**src/rtl/dual_timer_pkg.sv**
```systemverilog
/*
 * shared constants and types for the dual timer/counter block:
 * register byte addresses, control bit positions, mode codes, carriers.
 * assumes a 32-bit apb bus with 8-bit byte addresses.
 */
package dual_timer_pkg;

   // =====================================================================
   // register map (byte addresses, one aligned word each)
   localparam int          APB_AW      = 8;
   localparam logic [7:0]  ADDR_CTRL   = 8'h88;  // timer_and_ext_irq_control
   localparam logic [7:0]  ADDR_MODE   = 8'h8c;  // timer_mode_reg
   localparam logic [7:0]  ADDR_AUX    = 8'h90;  // auxiliary_control
   localparam logic [7:0]  ADDR_LO0    = 8'h94;
   localparam logic [7:0]  ADDR_HI0    = 8'h98;
   localparam logic [7:0]  ADDR_LO1    = 8'h9c;
   localparam logic [7:0]  ADDR_HI1    = 8'ha0;
   localparam logic [7:0]  RESET_BYTE  = 8'h00;

   // =====================================================================
   // control register bits; timer n / irq n sits at base + 2*n
   localparam int          CTRL_IT0    = 0;
   localparam int          CTRL_IE0    = 1;
   localparam int          CTRL_TR0    = 4;
   localparam int          CTRL_TF0    = 5;

   // mode register: nibble per timer, timer n at 4*n
   localparam int          MODE_M0     = 0;
   localparam int          MODE_M1     = 1;
   localparam int          MODE_CSEL   = 2;
   localparam int          MODE_GATE   = 3;
   localparam int          NIB         = 4;

   // auxiliary register: nibble per timer, timer n at 4*n
   localparam int          AUX_M2      = 0;
   localparam int          AUX_TOGGLE  = 1;

   // =====================================================================
   // mode codes
   typedef enum logic [2:0] {
      MODE_13BIT  = 3'b000,
      MODE_16BIT  = 3'b001,
      MODE_RELOAD = 3'b010,
      MODE_SPLIT  = 3'b011,
      MODE_RSV4   = 3'b100,
      MODE_RSV5   = 3'b101,
      MODE_PWM    = 3'b110,
      MODE_RSV7   = 3'b111
   } mode_t;

   typedef struct packed {
      logic [7:0] hi;
      logic [7:0] lo;
   } count_t;

   typedef struct packed {
      logic       ovf;
      count_t     c;
   } step_t;

endpackage

```
**src/rtl/dual_timer_counter.sv**
```systemverilog
/*
 * two timer/counters with 13-bit, 16-bit, auto-reload, split and pwm
 * modes, external interrupt flags and overflow toggle outputs.
 * assumes: apb master on i_clk, core clock is i_clk, pins are asynchronous.
 */
// Added by the designer: the APB interface to the registers.
// Notes on behaviour
// - 13-bit mode: high byte plus low five bits of the low byte.
// - wrap from all ones to zero sets the overflow flag.
// - count only while run bit set and gate off or irq pin high.
// - setting run bit resumes counting without clearing count bytes.
// - 16-bit mode: full cascaded high and low bytes, no prescaler.
// - reload mode: low byte overflows, flag set, high byte copied in.
// - timer one in split mode stops as if run bit cleared.
// - split: low byte uses timer zero controls; high byte counts cycles.
// - timer zero split: timer one runs unless in its own split mode.
// - pwm period 256 clocks, low phase equals high-byte value.
// - pwm pin forced high for 00, forced low for ff.
// - pwm: hardware sets and clears flag; software may clear.
// - run bits at control bits 4 and 6.
// - overflow flags bits 5,7 cleared by vector ack or write.
// - type bits 0,2 select falling edge or low level.
// - irq flags bits 1,3 set on detect, cleared by ack or write.
// - toggle enable inverts the timer pin on every overflow outside pwm mode; in pwm mode the pin follows the wave.
// - toggle pin reads one until the first overflow.
// - gate bits: mode bit 7 timer one, bit 3 timer zero.
// - three-bit mode code per timer; reserved codes hold the count.
// - counter select picks core clock or external count pin.
`timescale 1ns/10ps
module dual_timer_counter (
   input  wire logic                          i_clk,
   input  wire logic                          i_reset_n,
   input  wire logic                          i_psel,
   input  wire logic                          i_penable,
   input  wire logic                          i_pwrite,
   input  wire logic [dual_timer_pkg::APB_AW-1:0] i_paddr,
   input  wire logic [31:0]                   i_pwdata,
   output logic      [31:0]                   o_prdata,
   output logic                               o_pready,
   output logic                               o_pslverr,
   input  wire logic [1:0]                    i_count_pin,
   input  wire logic [1:0]                    i_ext_irq_pin,
   input  wire logic [1:0]                    i_tmr_vector_ack,
   input  wire logic [1:0]                    i_ext_vector_ack,
   output logic      [1:0]                    o_tmr_pin_out,
   output logic      [1:0]                    o_tmr_pin_oe,
   output logic      [1:0]                    o_ovf_flag,
   output logic      [1:0]                    o_ext_flag
);
   import dual_timer_pkg::*;

   // =====================================================================
   // state
   logic [7:0]   ctrl_r;
   logic [7:0]   mode_r;
   logic [7:0]   aux_r;
   count_t       cnt_r      [2];
   logic [1:0]   pin_r;
   logic [1:0]   oe_r;
   logic         pready_r;
   logic         pslverr_r;
   logic [31:0]  prdata_r;
   logic [1:0]   cnt_s1, cnt_s2, cnt_s3;
   logic [1:0]   irq_s1, irq_s2, irq_s3;

   // =====================================================================
   // combinational terms
   logic         commit;
   logic         wr_ctrl, wr_mode, wr_aux;
   logic [1:0]   wr_lo, wr_hi;
   logic         hit;
   logic [7:0]   rd_byte;
   logic [1:0]   pin_fall, irq_fall, gate_ok, tick, run;
   mode_t        mode       [2];
   step_t        st         [2];
   count_t       cnt_nxt    [2];
   logic [1:0]   wave_nxt;
   logic [1:0]   ovf_ev;
   logic         split0, th0_run, th0_ovf;
   logic [1:0]   set_e, set_t, pwm_n;

   // mode code of timer n from mode and auxiliary registers
   function automatic mode_t mode_of(input int n);
      mode_of = mode_t'({aux_r[NIB*n+AUX_M2], mode_r[NIB*n+MODE_M1], mode_r[NIB*n+MODE_M0]});
   endfunction

   // one count step of a timer; reserved codes never advance
   function automatic step_t step_count(input count_t c, input mode_t m);
      step_t s;
      s = '{ovf: 1'b0, c: c};
      case (m)
         MODE_13BIT: begin
            s.c.lo[4:0] = c.lo[4:0] + 5'h01;
            if (c.lo[4:0] == 5'h1f) begin
               s.c.hi = c.hi + 8'h01;
               s.ovf  = (c.hi == 8'hff);
            end
         end
         MODE_16BIT: begin
            s.c   = count_t'(16'(c + 16'h0001));
            s.ovf = (c == 16'hffff);
         end
         MODE_RELOAD: begin
            s.ovf  = (c.lo == 8'hff);
            s.c.lo = s.ovf ? c.hi : c.lo + 8'h01;
         end
         MODE_SPLIT, MODE_PWM: begin
            s.c.lo = c.lo + 8'h01;
            s.ovf  = (c.lo == 8'hff);
         end
         default: begin
            s.ovf = 1'b0;
         end
      endcase
      return s;
   endfunction

   // =====================================================================
   // pin synchronisers; third stage only feeds the edge detectors
   always_ff @(posedge i_clk) begin
      if (!i_reset_n) begin
         cnt_s1 <= 2'h3;
         cnt_s2 <= 2'h3;
         cnt_s3 <= 2'h3;
         irq_s1 <= 2'h3;
         irq_s2 <= 2'h3;
         irq_s3 <= 2'h3;
      end else begin
         cnt_s1 <= i_count_pin;
         cnt_s2 <= cnt_s1;
         cnt_s3 <= cnt_s2;
         irq_s1 <= i_ext_irq_pin;
         irq_s2 <= irq_s1;
         irq_s3 <= irq_s2;
      end
   end

   assign pin_fall = cnt_s3 & ~cnt_s2;
   assign irq_fall = irq_s3 & ~irq_s2;

   // =====================================================================
   // apb slave: one wait state, answer registered
   assign commit  = i_psel & i_penable & pready_r;
   assign wr_ctrl = commit & i_pwrite & (i_paddr == ADDR_CTRL);
   assign wr_mode = commit & i_pwrite & (i_paddr == ADDR_MODE);
   assign wr_aux  = commit & i_pwrite & (i_paddr == ADDR_AUX);
   assign wr_lo   = {commit & i_pwrite & (i_paddr == ADDR_LO1), commit & i_pwrite & (i_paddr == ADDR_LO0)};
   assign wr_hi   = {commit & i_pwrite & (i_paddr == ADDR_HI1), commit & i_pwrite & (i_paddr == ADDR_HI0)};

   // read mux and address decode
   always_comb begin
      hit     = 1'b1;
      rd_byte = RESET_BYTE;
      if (i_paddr == ADDR_CTRL) begin
         rd_byte = ctrl_r;
      end else if (i_paddr == ADDR_MODE) begin
         rd_byte = mode_r;
      end else if (i_paddr == ADDR_AUX) begin
         rd_byte = aux_r;
      end else if (i_paddr == ADDR_LO0) begin
         rd_byte = cnt_r[0].lo;
      end else if (i_paddr == ADDR_HI0) begin
         rd_byte = cnt_r[0].hi;
      end else if (i_paddr == ADDR_LO1) begin
         rd_byte = cnt_r[1].lo;
      end else if (i_paddr == ADDR_HI1) begin
         rd_byte = cnt_r[1].hi;
      end else begin
         hit = 1'b0;
      end
   end

   // handshake: pready rises in the second access cycle
   always_ff @(posedge i_clk) begin
      if (!i_reset_n) begin
         pready_r  <= 1'b0;
         pslverr_r <= 1'b0;
         prdata_r  <= 32'h0000_0000;
      end else begin
         pready_r  <= i_psel & i_penable & ~pready_r;
         if (i_psel & i_penable & ~pready_r) begin
            pslverr_r <= ~hit;
            prdata_r  <= (i_pwrite | ~hit) ? 32'h0000_0000 : {24'h00_0000, rd_byte};
         end else begin
            pslverr_r <= 1'b0;
         end
      end
   end

   // =====================================================================
   // count enables
   always_comb begin
      split0 = (mode_of(0) == MODE_SPLIT);
      for (int n = 0; n < 2; n++) begin
         mode[n]    = mode_of(n);
         gate_ok[n] = ~mode_r[NIB*n+MODE_GATE] | irq_s2[n];
         tick[n]    = mode_r[NIB*n+MODE_CSEL] ? pin_fall[n] : 1'b1;
      end
      run[0]  = ctrl_r[CTRL_TR0] & gate_ok[0] & tick[0];
      // timer one: run bit lent to split high byte, stopped in own split
      run[1]  = (split0 | ctrl_r[CTRL_TR0+2]) & gate_ok[1] & tick[1]
                & (mode[1] != MODE_SPLIT);
      th0_run = split0 & ctrl_r[CTRL_TR0+2];
      th0_ovf = th0_run & (cnt_r[0].hi == 8'hff);
   end

   // next counts, pwm wave and overflow events
   always_comb begin
      for (int n = 0; n < 2; n++) begin
         st[n]      = step_count(cnt_r[n], mode[n]);
         cnt_nxt[n] = run[n] ? st[n].c : cnt_r[n];
         ovf_ev[n]  = run[n] & st[n].ovf;
      end
      if (th0_run) begin
         cnt_nxt[0].hi = cnt_r[0].hi + 8'h01;
      end
      for (int n = 0; n < 2; n++) begin
         if (wr_lo[n]) begin
            cnt_nxt[n].lo = i_pwdata[7:0];
         end
         if (wr_hi[n]) begin
            cnt_nxt[n].hi = i_pwdata[7:0];
         end
         // low while count below high byte; ff forces low
         wave_nxt[n] = (cnt_nxt[n].hi != 8'hff) & (cnt_nxt[n].lo >= cnt_nxt[n].hi);
      end
      // flag set terms; kept out of the clocked block so it holds only registers
      for (int n = 0; n < 2; n++) begin
         set_e[n] = ctrl_r[CTRL_IT0+2*n] ? irq_fall[n] : ~irq_s2[n];
         pwm_n[n] = (mode[n] == MODE_PWM) & ~((n == 1) & split0);
      end
      set_t[0] = ovf_ev[0] & ~pwm_n[0];
      set_t[1] = split0 ? th0_ovf : (ovf_ev[1] & ~pwm_n[1]);
   end

   // =====================================================================
   // count registers; run bit changes never touch them
   always_ff @(posedge i_clk) begin
      if (!i_reset_n) begin
         cnt_r[0] <= '0;
         cnt_r[1] <= '0;
      end else begin
         cnt_r[0] <= cnt_nxt[0];
         cnt_r[1] <= cnt_nxt[1];
      end
   end

   // mode and auxiliary registers
   always_ff @(posedge i_clk) begin
      if (!i_reset_n) begin
         mode_r <= RESET_BYTE;
         aux_r  <= RESET_BYTE;
      end else begin
         if (wr_mode) begin
            mode_r <= i_pwdata[7:0];
         end
         if (wr_aux) begin
            aux_r <= i_pwdata[7:0];
         end
      end
   end

   // =====================================================================
   // control register: hardware set wins over any clear
   always_ff @(posedge i_clk) begin
      if (!i_reset_n) begin
         ctrl_r <= RESET_BYTE;
      end else begin
         for (int n = 0; n < 2; n++) begin
            if (wr_ctrl) begin
               ctrl_r[CTRL_IT0+2*n] <= i_pwdata[CTRL_IT0+2*n];
               ctrl_r[CTRL_TR0+2*n] <= i_pwdata[CTRL_TR0+2*n];
            end
            ctrl_r[CTRL_IE0+2*n] <= set_e[n] | ((wr_ctrl ? i_pwdata[CTRL_IE0+2*n] : ctrl_r[CTRL_IE0+2*n])
                                                & ~i_ext_vector_ack[n]);
            if (pwm_n[n] & run[n]) begin
               ctrl_r[CTRL_TF0+2*n] <= wave_nxt[n];
            end else if (pwm_n[n]) begin
               ctrl_r[CTRL_TF0+2*n] <= wr_ctrl ? i_pwdata[CTRL_TF0+2*n] : ctrl_r[CTRL_TF0+2*n];
            end else begin
               ctrl_r[CTRL_TF0+2*n] <= set_t[n] | ((wr_ctrl ? i_pwdata[CTRL_TF0+2*n] : ctrl_r[CTRL_TF0+2*n])
                                                   & ~i_tmr_vector_ack[n]);
            end
         end
      end
   end

   // =====================================================================
   // timer pins: pwm wave or overflow toggle, idle high
   always_ff @(posedge i_clk) begin
      if (!i_reset_n) begin
         pin_r <= 2'h3;
         oe_r  <= 2'h0;
      end else begin
         for (int n = 0; n < 2; n++) begin
            oe_r[n] <= aux_r[NIB*n+AUX_TOGGLE] | (mode[n] == MODE_PWM);
            if (mode[n] == MODE_PWM) begin
               pin_r[n] <= wave_nxt[n];
            end else if (!aux_r[NIB*n+AUX_TOGGLE]) begin
               pin_r[n] <= 1'b1;
            end else if (ovf_ev[n]) begin
               pin_r[n] <= ~pin_r[n];
            end
         end
      end
   end

   // outputs straight from flip-flops
   assign o_prdata      = prdata_r;
   assign o_pready      = pready_r;
   assign o_pslverr     = pslverr_r;
   assign o_tmr_pin_out = pin_r;
   assign o_tmr_pin_oe  = oe_r;
   assign o_ovf_flag    = {ctrl_r[CTRL_TF0+2], ctrl_r[CTRL_TF0]};
   assign o_ext_flag    = {ctrl_r[CTRL_IE0+2], ctrl_r[CTRL_IE0]};

   // =====================================================================
   // checks
   property p_13bit_step;
      @(posedge i_clk) disable iff (!i_reset_n)
      (mode[0] == MODE_13BIT && run[0] && cnt_r[0].lo[4:0] != 5'h1f && !wr_lo[0] && !wr_hi[0])
      |=> (cnt_r[0].lo[4:0] == $past(cnt_r[0].lo[4:0]) + 5'h01) && $stable(cnt_r[0].hi);
   endproperty
   a_13bit_step: assert property (p_13bit_step) else $error("13-bit step wrong");

   property p_16bit_ovf;
      @(posedge i_clk) disable iff (!i_reset_n)
      (mode[0] == MODE_16BIT && run[0] && cnt_r[0] == 16'hffff && !wr_ctrl && !wr_lo[0] && !wr_hi[0])
      |=> ctrl_r[CTRL_TF0] && cnt_r[0] == 16'h0000;
   endproperty
   a_16bit_ovf: assert property (p_16bit_ovf) else $error("16-bit wrap did not set flag");

   property p_stopped_holds;
      @(posedge i_clk) disable iff (!i_reset_n)
      (!ctrl_r[CTRL_TR0] && !split0 && !wr_lo[0] && !wr_hi[0]) |=> $stable(cnt_r[0]);
   endproperty
   a_stopped_holds: assert property (p_stopped_holds) else $error("timer zero moved while stopped");

   property p_reload;
      @(posedge i_clk) disable iff (!i_reset_n)
      (mode[0] == MODE_RELOAD && run[0] && cnt_r[0].lo == 8'hff && !wr_lo[0] && !wr_hi[0])
      |=> cnt_r[0].lo == $past(cnt_r[0].hi) && $stable(cnt_r[0].hi);
   endproperty
   a_reload: assert property (p_reload) else $error("reload did not copy high byte");

   property p_t1_split_stop;
      @(posedge i_clk) disable iff (!i_reset_n)
      (mode[1] == MODE_SPLIT && !wr_lo[1] && !wr_hi[1]) |=> $stable(cnt_r[1]);
   endproperty
   a_t1_split_stop: assert property (p_t1_split_stop) else $error("timer one counted in split");

   property p_split_high;
      @(posedge i_clk) disable iff (!i_reset_n)
      (split0 && ctrl_r[CTRL_TR0+2] && !wr_hi[0]) ##1 (split0 && ctrl_r[CTRL_TR0+2] && !wr_hi[0])
      |=> cnt_r[0].hi == $past(cnt_r[0].hi, 2) + 8'h02;
   endproperty
   a_split_high: assert property (p_split_high) else $error("split high byte not counting cycles");

   property p_pwm_zero;
      @(posedge i_clk) disable iff (!i_reset_n)
      (mode[0] == MODE_PWM && cnt_r[0].hi == 8'h00 && !wr_hi[0] && !wr_aux && !wr_mode)
      |=> o_tmr_pin_out[0] && o_tmr_pin_oe[0];
   endproperty
   a_pwm_zero: assert property (p_pwm_zero) else $error("pwm pin not high for zero");

   property p_ext_edge;
      @(posedge i_clk) disable iff (!i_reset_n)
      (ctrl_r[CTRL_IT0] && irq_fall[0]) |=> o_ext_flag[0];
   endproperty
   a_ext_edge: assert property (p_ext_edge) else $error("edge did not set irq flag");

   property p_toggle_start;
      @(posedge i_clk) disable iff (!i_reset_n)
      ($rose(aux_r[AUX_TOGGLE]) && mode[0] != MODE_PWM) |-> o_tmr_pin_out[0];
   endproperty
   a_toggle_start: assert property (p_toggle_start) else $error("toggle pin not high at enable");

endmodule

```
**config.mk**
```make
export PLATFORM = sky130hd
export DESIGN_NAME = dual_timer_counter
export DESIGN_NICKNAME = d
export VERILOG_FILES = /design/src/rtl/dual_timer_pkg.sv /design/src/rtl/dual_timer_counter.sv
export SDC_FILE = /design/constraint.sdc
export NUM_CORES = 1
export LEC_CHECK = 0
export ABC_AREA = 1
export BUFFER_PORTS_ARGS = -buffer_cell sky130_fd_sc_hd__clkbuf_2
export CAP_MARGIN = 25
export CORE_MARGIN = 5
export CORE_UTILIZATION = 40
export DETAILED_ROUTE_END_ITERATION = 8
export GPL_TIMING_DRIVEN = 0
export SYNTH_ARGS = -nofsm -noshare
export SYNTH_HDL_FRONTEND = slang
export SYNTH_SLANG_ARGS = --single-unit
```
**constraint.sdc**
```tcl
create_clock -name i_clk -period 3.1 [get_ports i_clk]
set_clock_uncertainty 0.05 [all_clocks]
set_input_delay 0.155 -clock i_clk [delete_from_list [all_inputs] [get_ports i_clk]]
set_output_delay 0.155 -clock i_clk [all_outputs]
set_load 0.01 [all_outputs]
```
# --- Yosys cells after proc, flatten, opt, wreduce, memory -nomap -nowiden ---
# Memories as Yosys holds them, arrays and structs flattened.
# Cells that the tools add are included.
word_totals:
  ff_bits: 74
  ram_bits: 32
  inputBits: 53
  output_inout_bits: 42
  wordCells: 181
  memories: 1
memory_table:
  columns: ["memory", "words", "word_bits", "read_ports", "rd_clocked_by_memory_dff", "wr", "line_no", "source"]
  rows:
  - ["cnt_r", 2, 16, 2, 0, 2, "dual_timer_counter.sv:57", "count_t cnt_r [2];"]
op_classes:
  n_addsub: 8
  order_cmp: 2
  n_eq_ne: 28
  mux: 57
  bitwise: 62
  reduce_logical: 7
op_table:
  columns: ["operator", "n"]
  rows:
  - ["2-to-1 mux 8 bit", 15]
  - ["equality test 8 bit (second input constant)", 11]
  - ["2-to-1 mux 16 bit", 4]
  - ["case mux 5 bit (4 select lines)", 2]
  - ["adder 16 x 1 -> 16 bit (second input constant)", 2]
  - ["adder 8 x 1 -> 8 bit (second input constant)", 4]
  - ["equality test 16 bit (second input constant)", 2]
  - ["case mux 8 bit (2 select lines)", 2]
  - ["AND 1 bit", 31]
  - ["2-to-1 mux 1 bit", 28]
  - ["2-to-1 mux 9 bit", 2]
  - ["case mux 3 bit (3 select lines)", 2]
  - ["greater-or-equal comparator 8 bit", 2]
  - ["!= test 8 bit (second input constant)", 2]
  - ["inverter 1 bit", 15]
  - ["equality test 3 x 2 -> 1 bit (second input constant)", 4]
  - ["bitwise OR 1 bit", 12]
  - ["adder 5 x 1 -> 5 bit (second input constant)", 2]
  - ["equality test 5 bit (second input constant)", 2]
  - ["equality test 3 x 1 -> 1 bit (second input constant)", 2]
  - ["equality test 3 bit (second input constant)", 2]
  - ["zero test 3 bit", 2]
  - ["!= test 3 x 1 -> 1 bit (second input constant)", 2]
  - ["case mux 1 bit (3 select lines)", 2]
  - ["6 further kinds", 10]

# --- Longest topological paths before layout ---
depth:
  ltp_word: 11
  mapped_depth: 23
  mapped_depth_nobuf: 22

# --- Worst setup path after synthesis ---
# OpenSTA, ideal clock, no wires.
synth_path:
  kind: "reg-to-reg"
  from: "memory cnt_r[0][0] (netlist name)"
  to: "register pin_r[0] (netlist: o_tmr_pin_out[0])"
  setup_ns: 0.117
  arrival_ns: 2.609
  required_time_ns: 2.933
  slack_ns: 0.324
  path_stages_with_launch: 24
  n_path_buf: 1
  period_less_slack_ns: 2.776
  path_cell_list: "dfxtp_1 ha_1 nand3_1 inv_2 ha_1 buf_2 clkinv_1 a21oi_1 o21ai_0 nand2_1 nand2_1 nand2_1 nand2_1 nand2_1 inv_1 ha_1 a21oi_1 o21ai_0 nand2_1 o2111ai_1 nand2_1 nand2_1 nand2_1 nand2_1"
synth_rtl:
  columns: ["item", "line_no", "source"]
  rows:
  - ["from (decl)", "dual_timer_counter.sv:57", null]
  - ["to (signal, indexed assignment)", "dual_timer_counter.sv:298", "pin_r[n] <= wave_nxt[n];"]
  - ["to (signal, indexed assignment)", "dual_timer_counter.sv:302", "pin_r[n] <= ~pin_r[n];"]
  - ["to (decl)", "dual_timer_counter.sv:58", "logic [1:0] pin_r;"]

==> impl_metrics.toml <==
[outcome]
status = "completed"

[timing]
min_period_over_period = 0.956
holdWs_ps = 29.2
min_period_ps = 2960
final-setup-viol-count = 0
fin_ws_ps = 137
worst_pin_slew_ps = 766
hold_viol_final = 0
max_freq_ghz = 0.337
drv_slew = 0
slew_headroom = 0.489

[yosys]
synth_edf_count = 0
syn_avg_cell_area_um2 = 6.20
synth_ff_type = "dfxtp_1"
postSynthCellCount = 1010
ys_async_sr_fraction = 0
netlist_area_mm2 = 0.00626
ys_warn_count = 0
yosysSeqAreaShare = 0.262
ys_ff_latch = 82
synth_cell_type_count = 48

[die]
chipWidth_um = 135
start_util = 0.410
fp.dieArea_mm2 = 0.0183
die_h_um = 135
core_area_mm2 = 0.0153
num_rows = 45
io_pins = 95

[global_routing]
antenna_found_initial = 0
track_usage = 0.238
grt_pass1_vias = 6283
grt_overflow = 0
grt_pass1_wl_um = 34100
grt_max_degree = 19

[critical_path]
crit_required_ps = 3330
critPathMaxStageDelay_ps = 380
crit_fanout = 5
critPathKind = "register to register"
path_cells = "ha_2 > nand2_2 > nor2_4 > nand3_1 > nand2_1 > inv_1 > nor2_1 > nand2_1 > nand2_1 > nand3_1 > nand2_1 > inv_1 > ha_4 > nand2_1 > o21ai_2 > nand4_1 > o2111ai_2 > nand3_1 > a21oi_1"
critical-path-slowest-cell = "dfxtp_4"
path_common_cell = "nand2_1"
arrival_ps = 3190
cp-start-kind = "register"
critPathCaptureType = "register"

[cells_and_area]
multi_input_area_mm2 = 0.00407
layout.nets = 1177
final_layout_size_suffix_gt1_frac = 0.190
antenna_cells = 0
finish.utilization = 0.491
final_common_cell = "nand2_1"
layout_common_cells = "nand2_1 (255), inv_1 (113), a21oi_1 (104), dfxtp_1 (72), nor2_1 (71)"
fillCellCount = 1671
ff_latch_area_mm2 = 0.00166
area_delta_synth_final_pct = 19.6

[clock_tree]
cts_buffer_depth = 2
clk_latency_ps = 360
cts_root_buf = "clkbuf_16"
htree_levels = 3
clkTransAtPathRegs_ps = 70
numCtsBuffers = 9
tritoncts = "yes"
cts.sinks = 82

[routing]
finalWirelength_um = 21900
drt_first_pass_iters = 5
drt_iter0_drc = 645
vias = 6876
viasPerCell = 5.21
antenna_left = 0
route.detailed.drc = 0
wl_per_cell_um = 16.6

[power]
internal_power_mw = 1.69
p_per_area_mw_per_mm2 = 309
leakage_nw = 3.41
power_frac_seq = 0.458
switching_share = 0.271
p_switching_mw = 0.628
pwr-share-clk = 0.479
peakVddDrop_mv = 0.250
comb_power_share = 0.062

[run]
drv_cap = 0

[placed_design]
port-buffer-count = 46
dpl.hpwl_um = 17000
place_worst_setup_slack_ps = -445
gp_congestion = 0.985

[worst_hold_path]
hold_class = "input pin to register"
flip-flops by register name (all words and copies together) (netlist names), 8 cells and up:
name	cells
mode_r	8
cnt_r	32
o_prdata	8
ctrl_r	8
aux_r	8
power by group through the flow:
stage                     sequential (mW)  clock, mW  combinational [mW]
final                                1.06       1.11               0.144
after global routing                 1.06       1.17               0.159
after CTS                            1.06       1.12               0.143
after detailed placement             1.09          0               0.138
after global placement               1.09          0               0.139
after floorplan                      1.09          0              0.0781
metrics by stage:
stage | power (mW) | instance area (um^2) | TNS (ps) | cells
after CTS | 2.33 | 7230 | 0 | 1311
final | 2.31 | 7490 | 0 | 1319
after global placement | 1.23 | 6840 | -1500 | 1290
after floorplan | 1.17 | 6350 | 0 | 1033
after detailed placement | 1.23 | 6840 | -1430 | 1290
after global routing | 2.39 | 7490 | -33.9 | 1319
synthesized netlist by cell type, types with 6 or more instances:
| cell | instances | share of area |
|---|---|---|
| nand2_1 | 262 | 0.16 |
| inv_1 | 115 | 0.069 |
| a21oi_1 | 110 | 0.088 |
| dfxtp_1 | 82 | 0.26 |
| nor2_1 | 78 | 0.047 |
| nand3_1 | 73 | 0.058 |
| o21ai_0 | 69 | 0.055 |
| buf_4 | 29 | 0.035 |
| ha_1 | 21 | 0.042 |
| o211ai_1 | 14 | 0.017 |
| clkbuf_1 | 13 | 0.0078 |
| nand4_1 | 12 | 0.012 |
| and2_1 | 10 | 0.010 |
| nor2_2 | 10 | 0.010 |
| buf_2 | 9 | 0.0072 |
| o21ai_1 | 9 | 0.0072 |
| inv_2 | 8 | 0.0048 |
| or2_2 | 8 | 0.0080 |
| nand2_2 | 7 | 0.0070 |
| a22oi_1 | 6 | 0.0072 |
final timing paths:
path | from | endpoint | slack (ps) | cells past startpoint
hold / removal | i_ext_vector_ack[1] | ctrl_r[3] | 30 | 4
setup / recovery | cnt_r[0][17] | ctrl_r[7] | 140 | 19
setup reg to reg | cnt_r[0][17] | ctrl_r[7] | 140 | 19
hold reg to reg | irq_s1[0] | irq_s2[0] | 370 | 1
logic make-up after synthesis:
group | after synthesis | synth area share
simple gates | 479 | 0.341
fa+ha+maj | 21 | 0.0419
xor+xnor | 7 | 0.00979
other cells | 1 | 0.000599
buf+inv | 181 | 0.129
compound gates | 239 | 0.215
flops | 82 | 0.262
critical path, delay by kind of cell, from the launching register on:
kind	cells	cell delay [ps]
flip-flops	1	380
AND/OR/NAND/NOR	12	1360
buffers and inverters	2	120
adder cells (fa/ha/maj)	2	450
AO/OA/AOI/OAI	3	530
timing repair:
action	in CTS	in global routing
pin swaps	2	7
endpoints found under the hold margin	4	0
buffers inserted	1	8
gates resized for setup	12	57
hold buffers	4	0
gates cloned	0	0
endpoints found under the setup margin	4	4
metal layers:
layer	wire length, um	track usage	vias up	share of wire
met5	0	0	-	0
met4	711	0.0929	0	0.033
met3	1350	0.0345	47	0.062
met2	10100	0.378	224	0.46
met1	9680	0.327	3124	0.44
li1	-	-	3481	-
final cells by class:
class                      count  share of cell area
tap                          211              0.0352
clock buffer                   9              0.0301
sequential                    82               0.222
inverter                     128              0.0658
timing repair buffer          59              0.0468
buffer                        53              0.0463
multi-input combinational    770               0.543
clock inverter                 7              0.0109
Power figures use the tool's default switching activity.
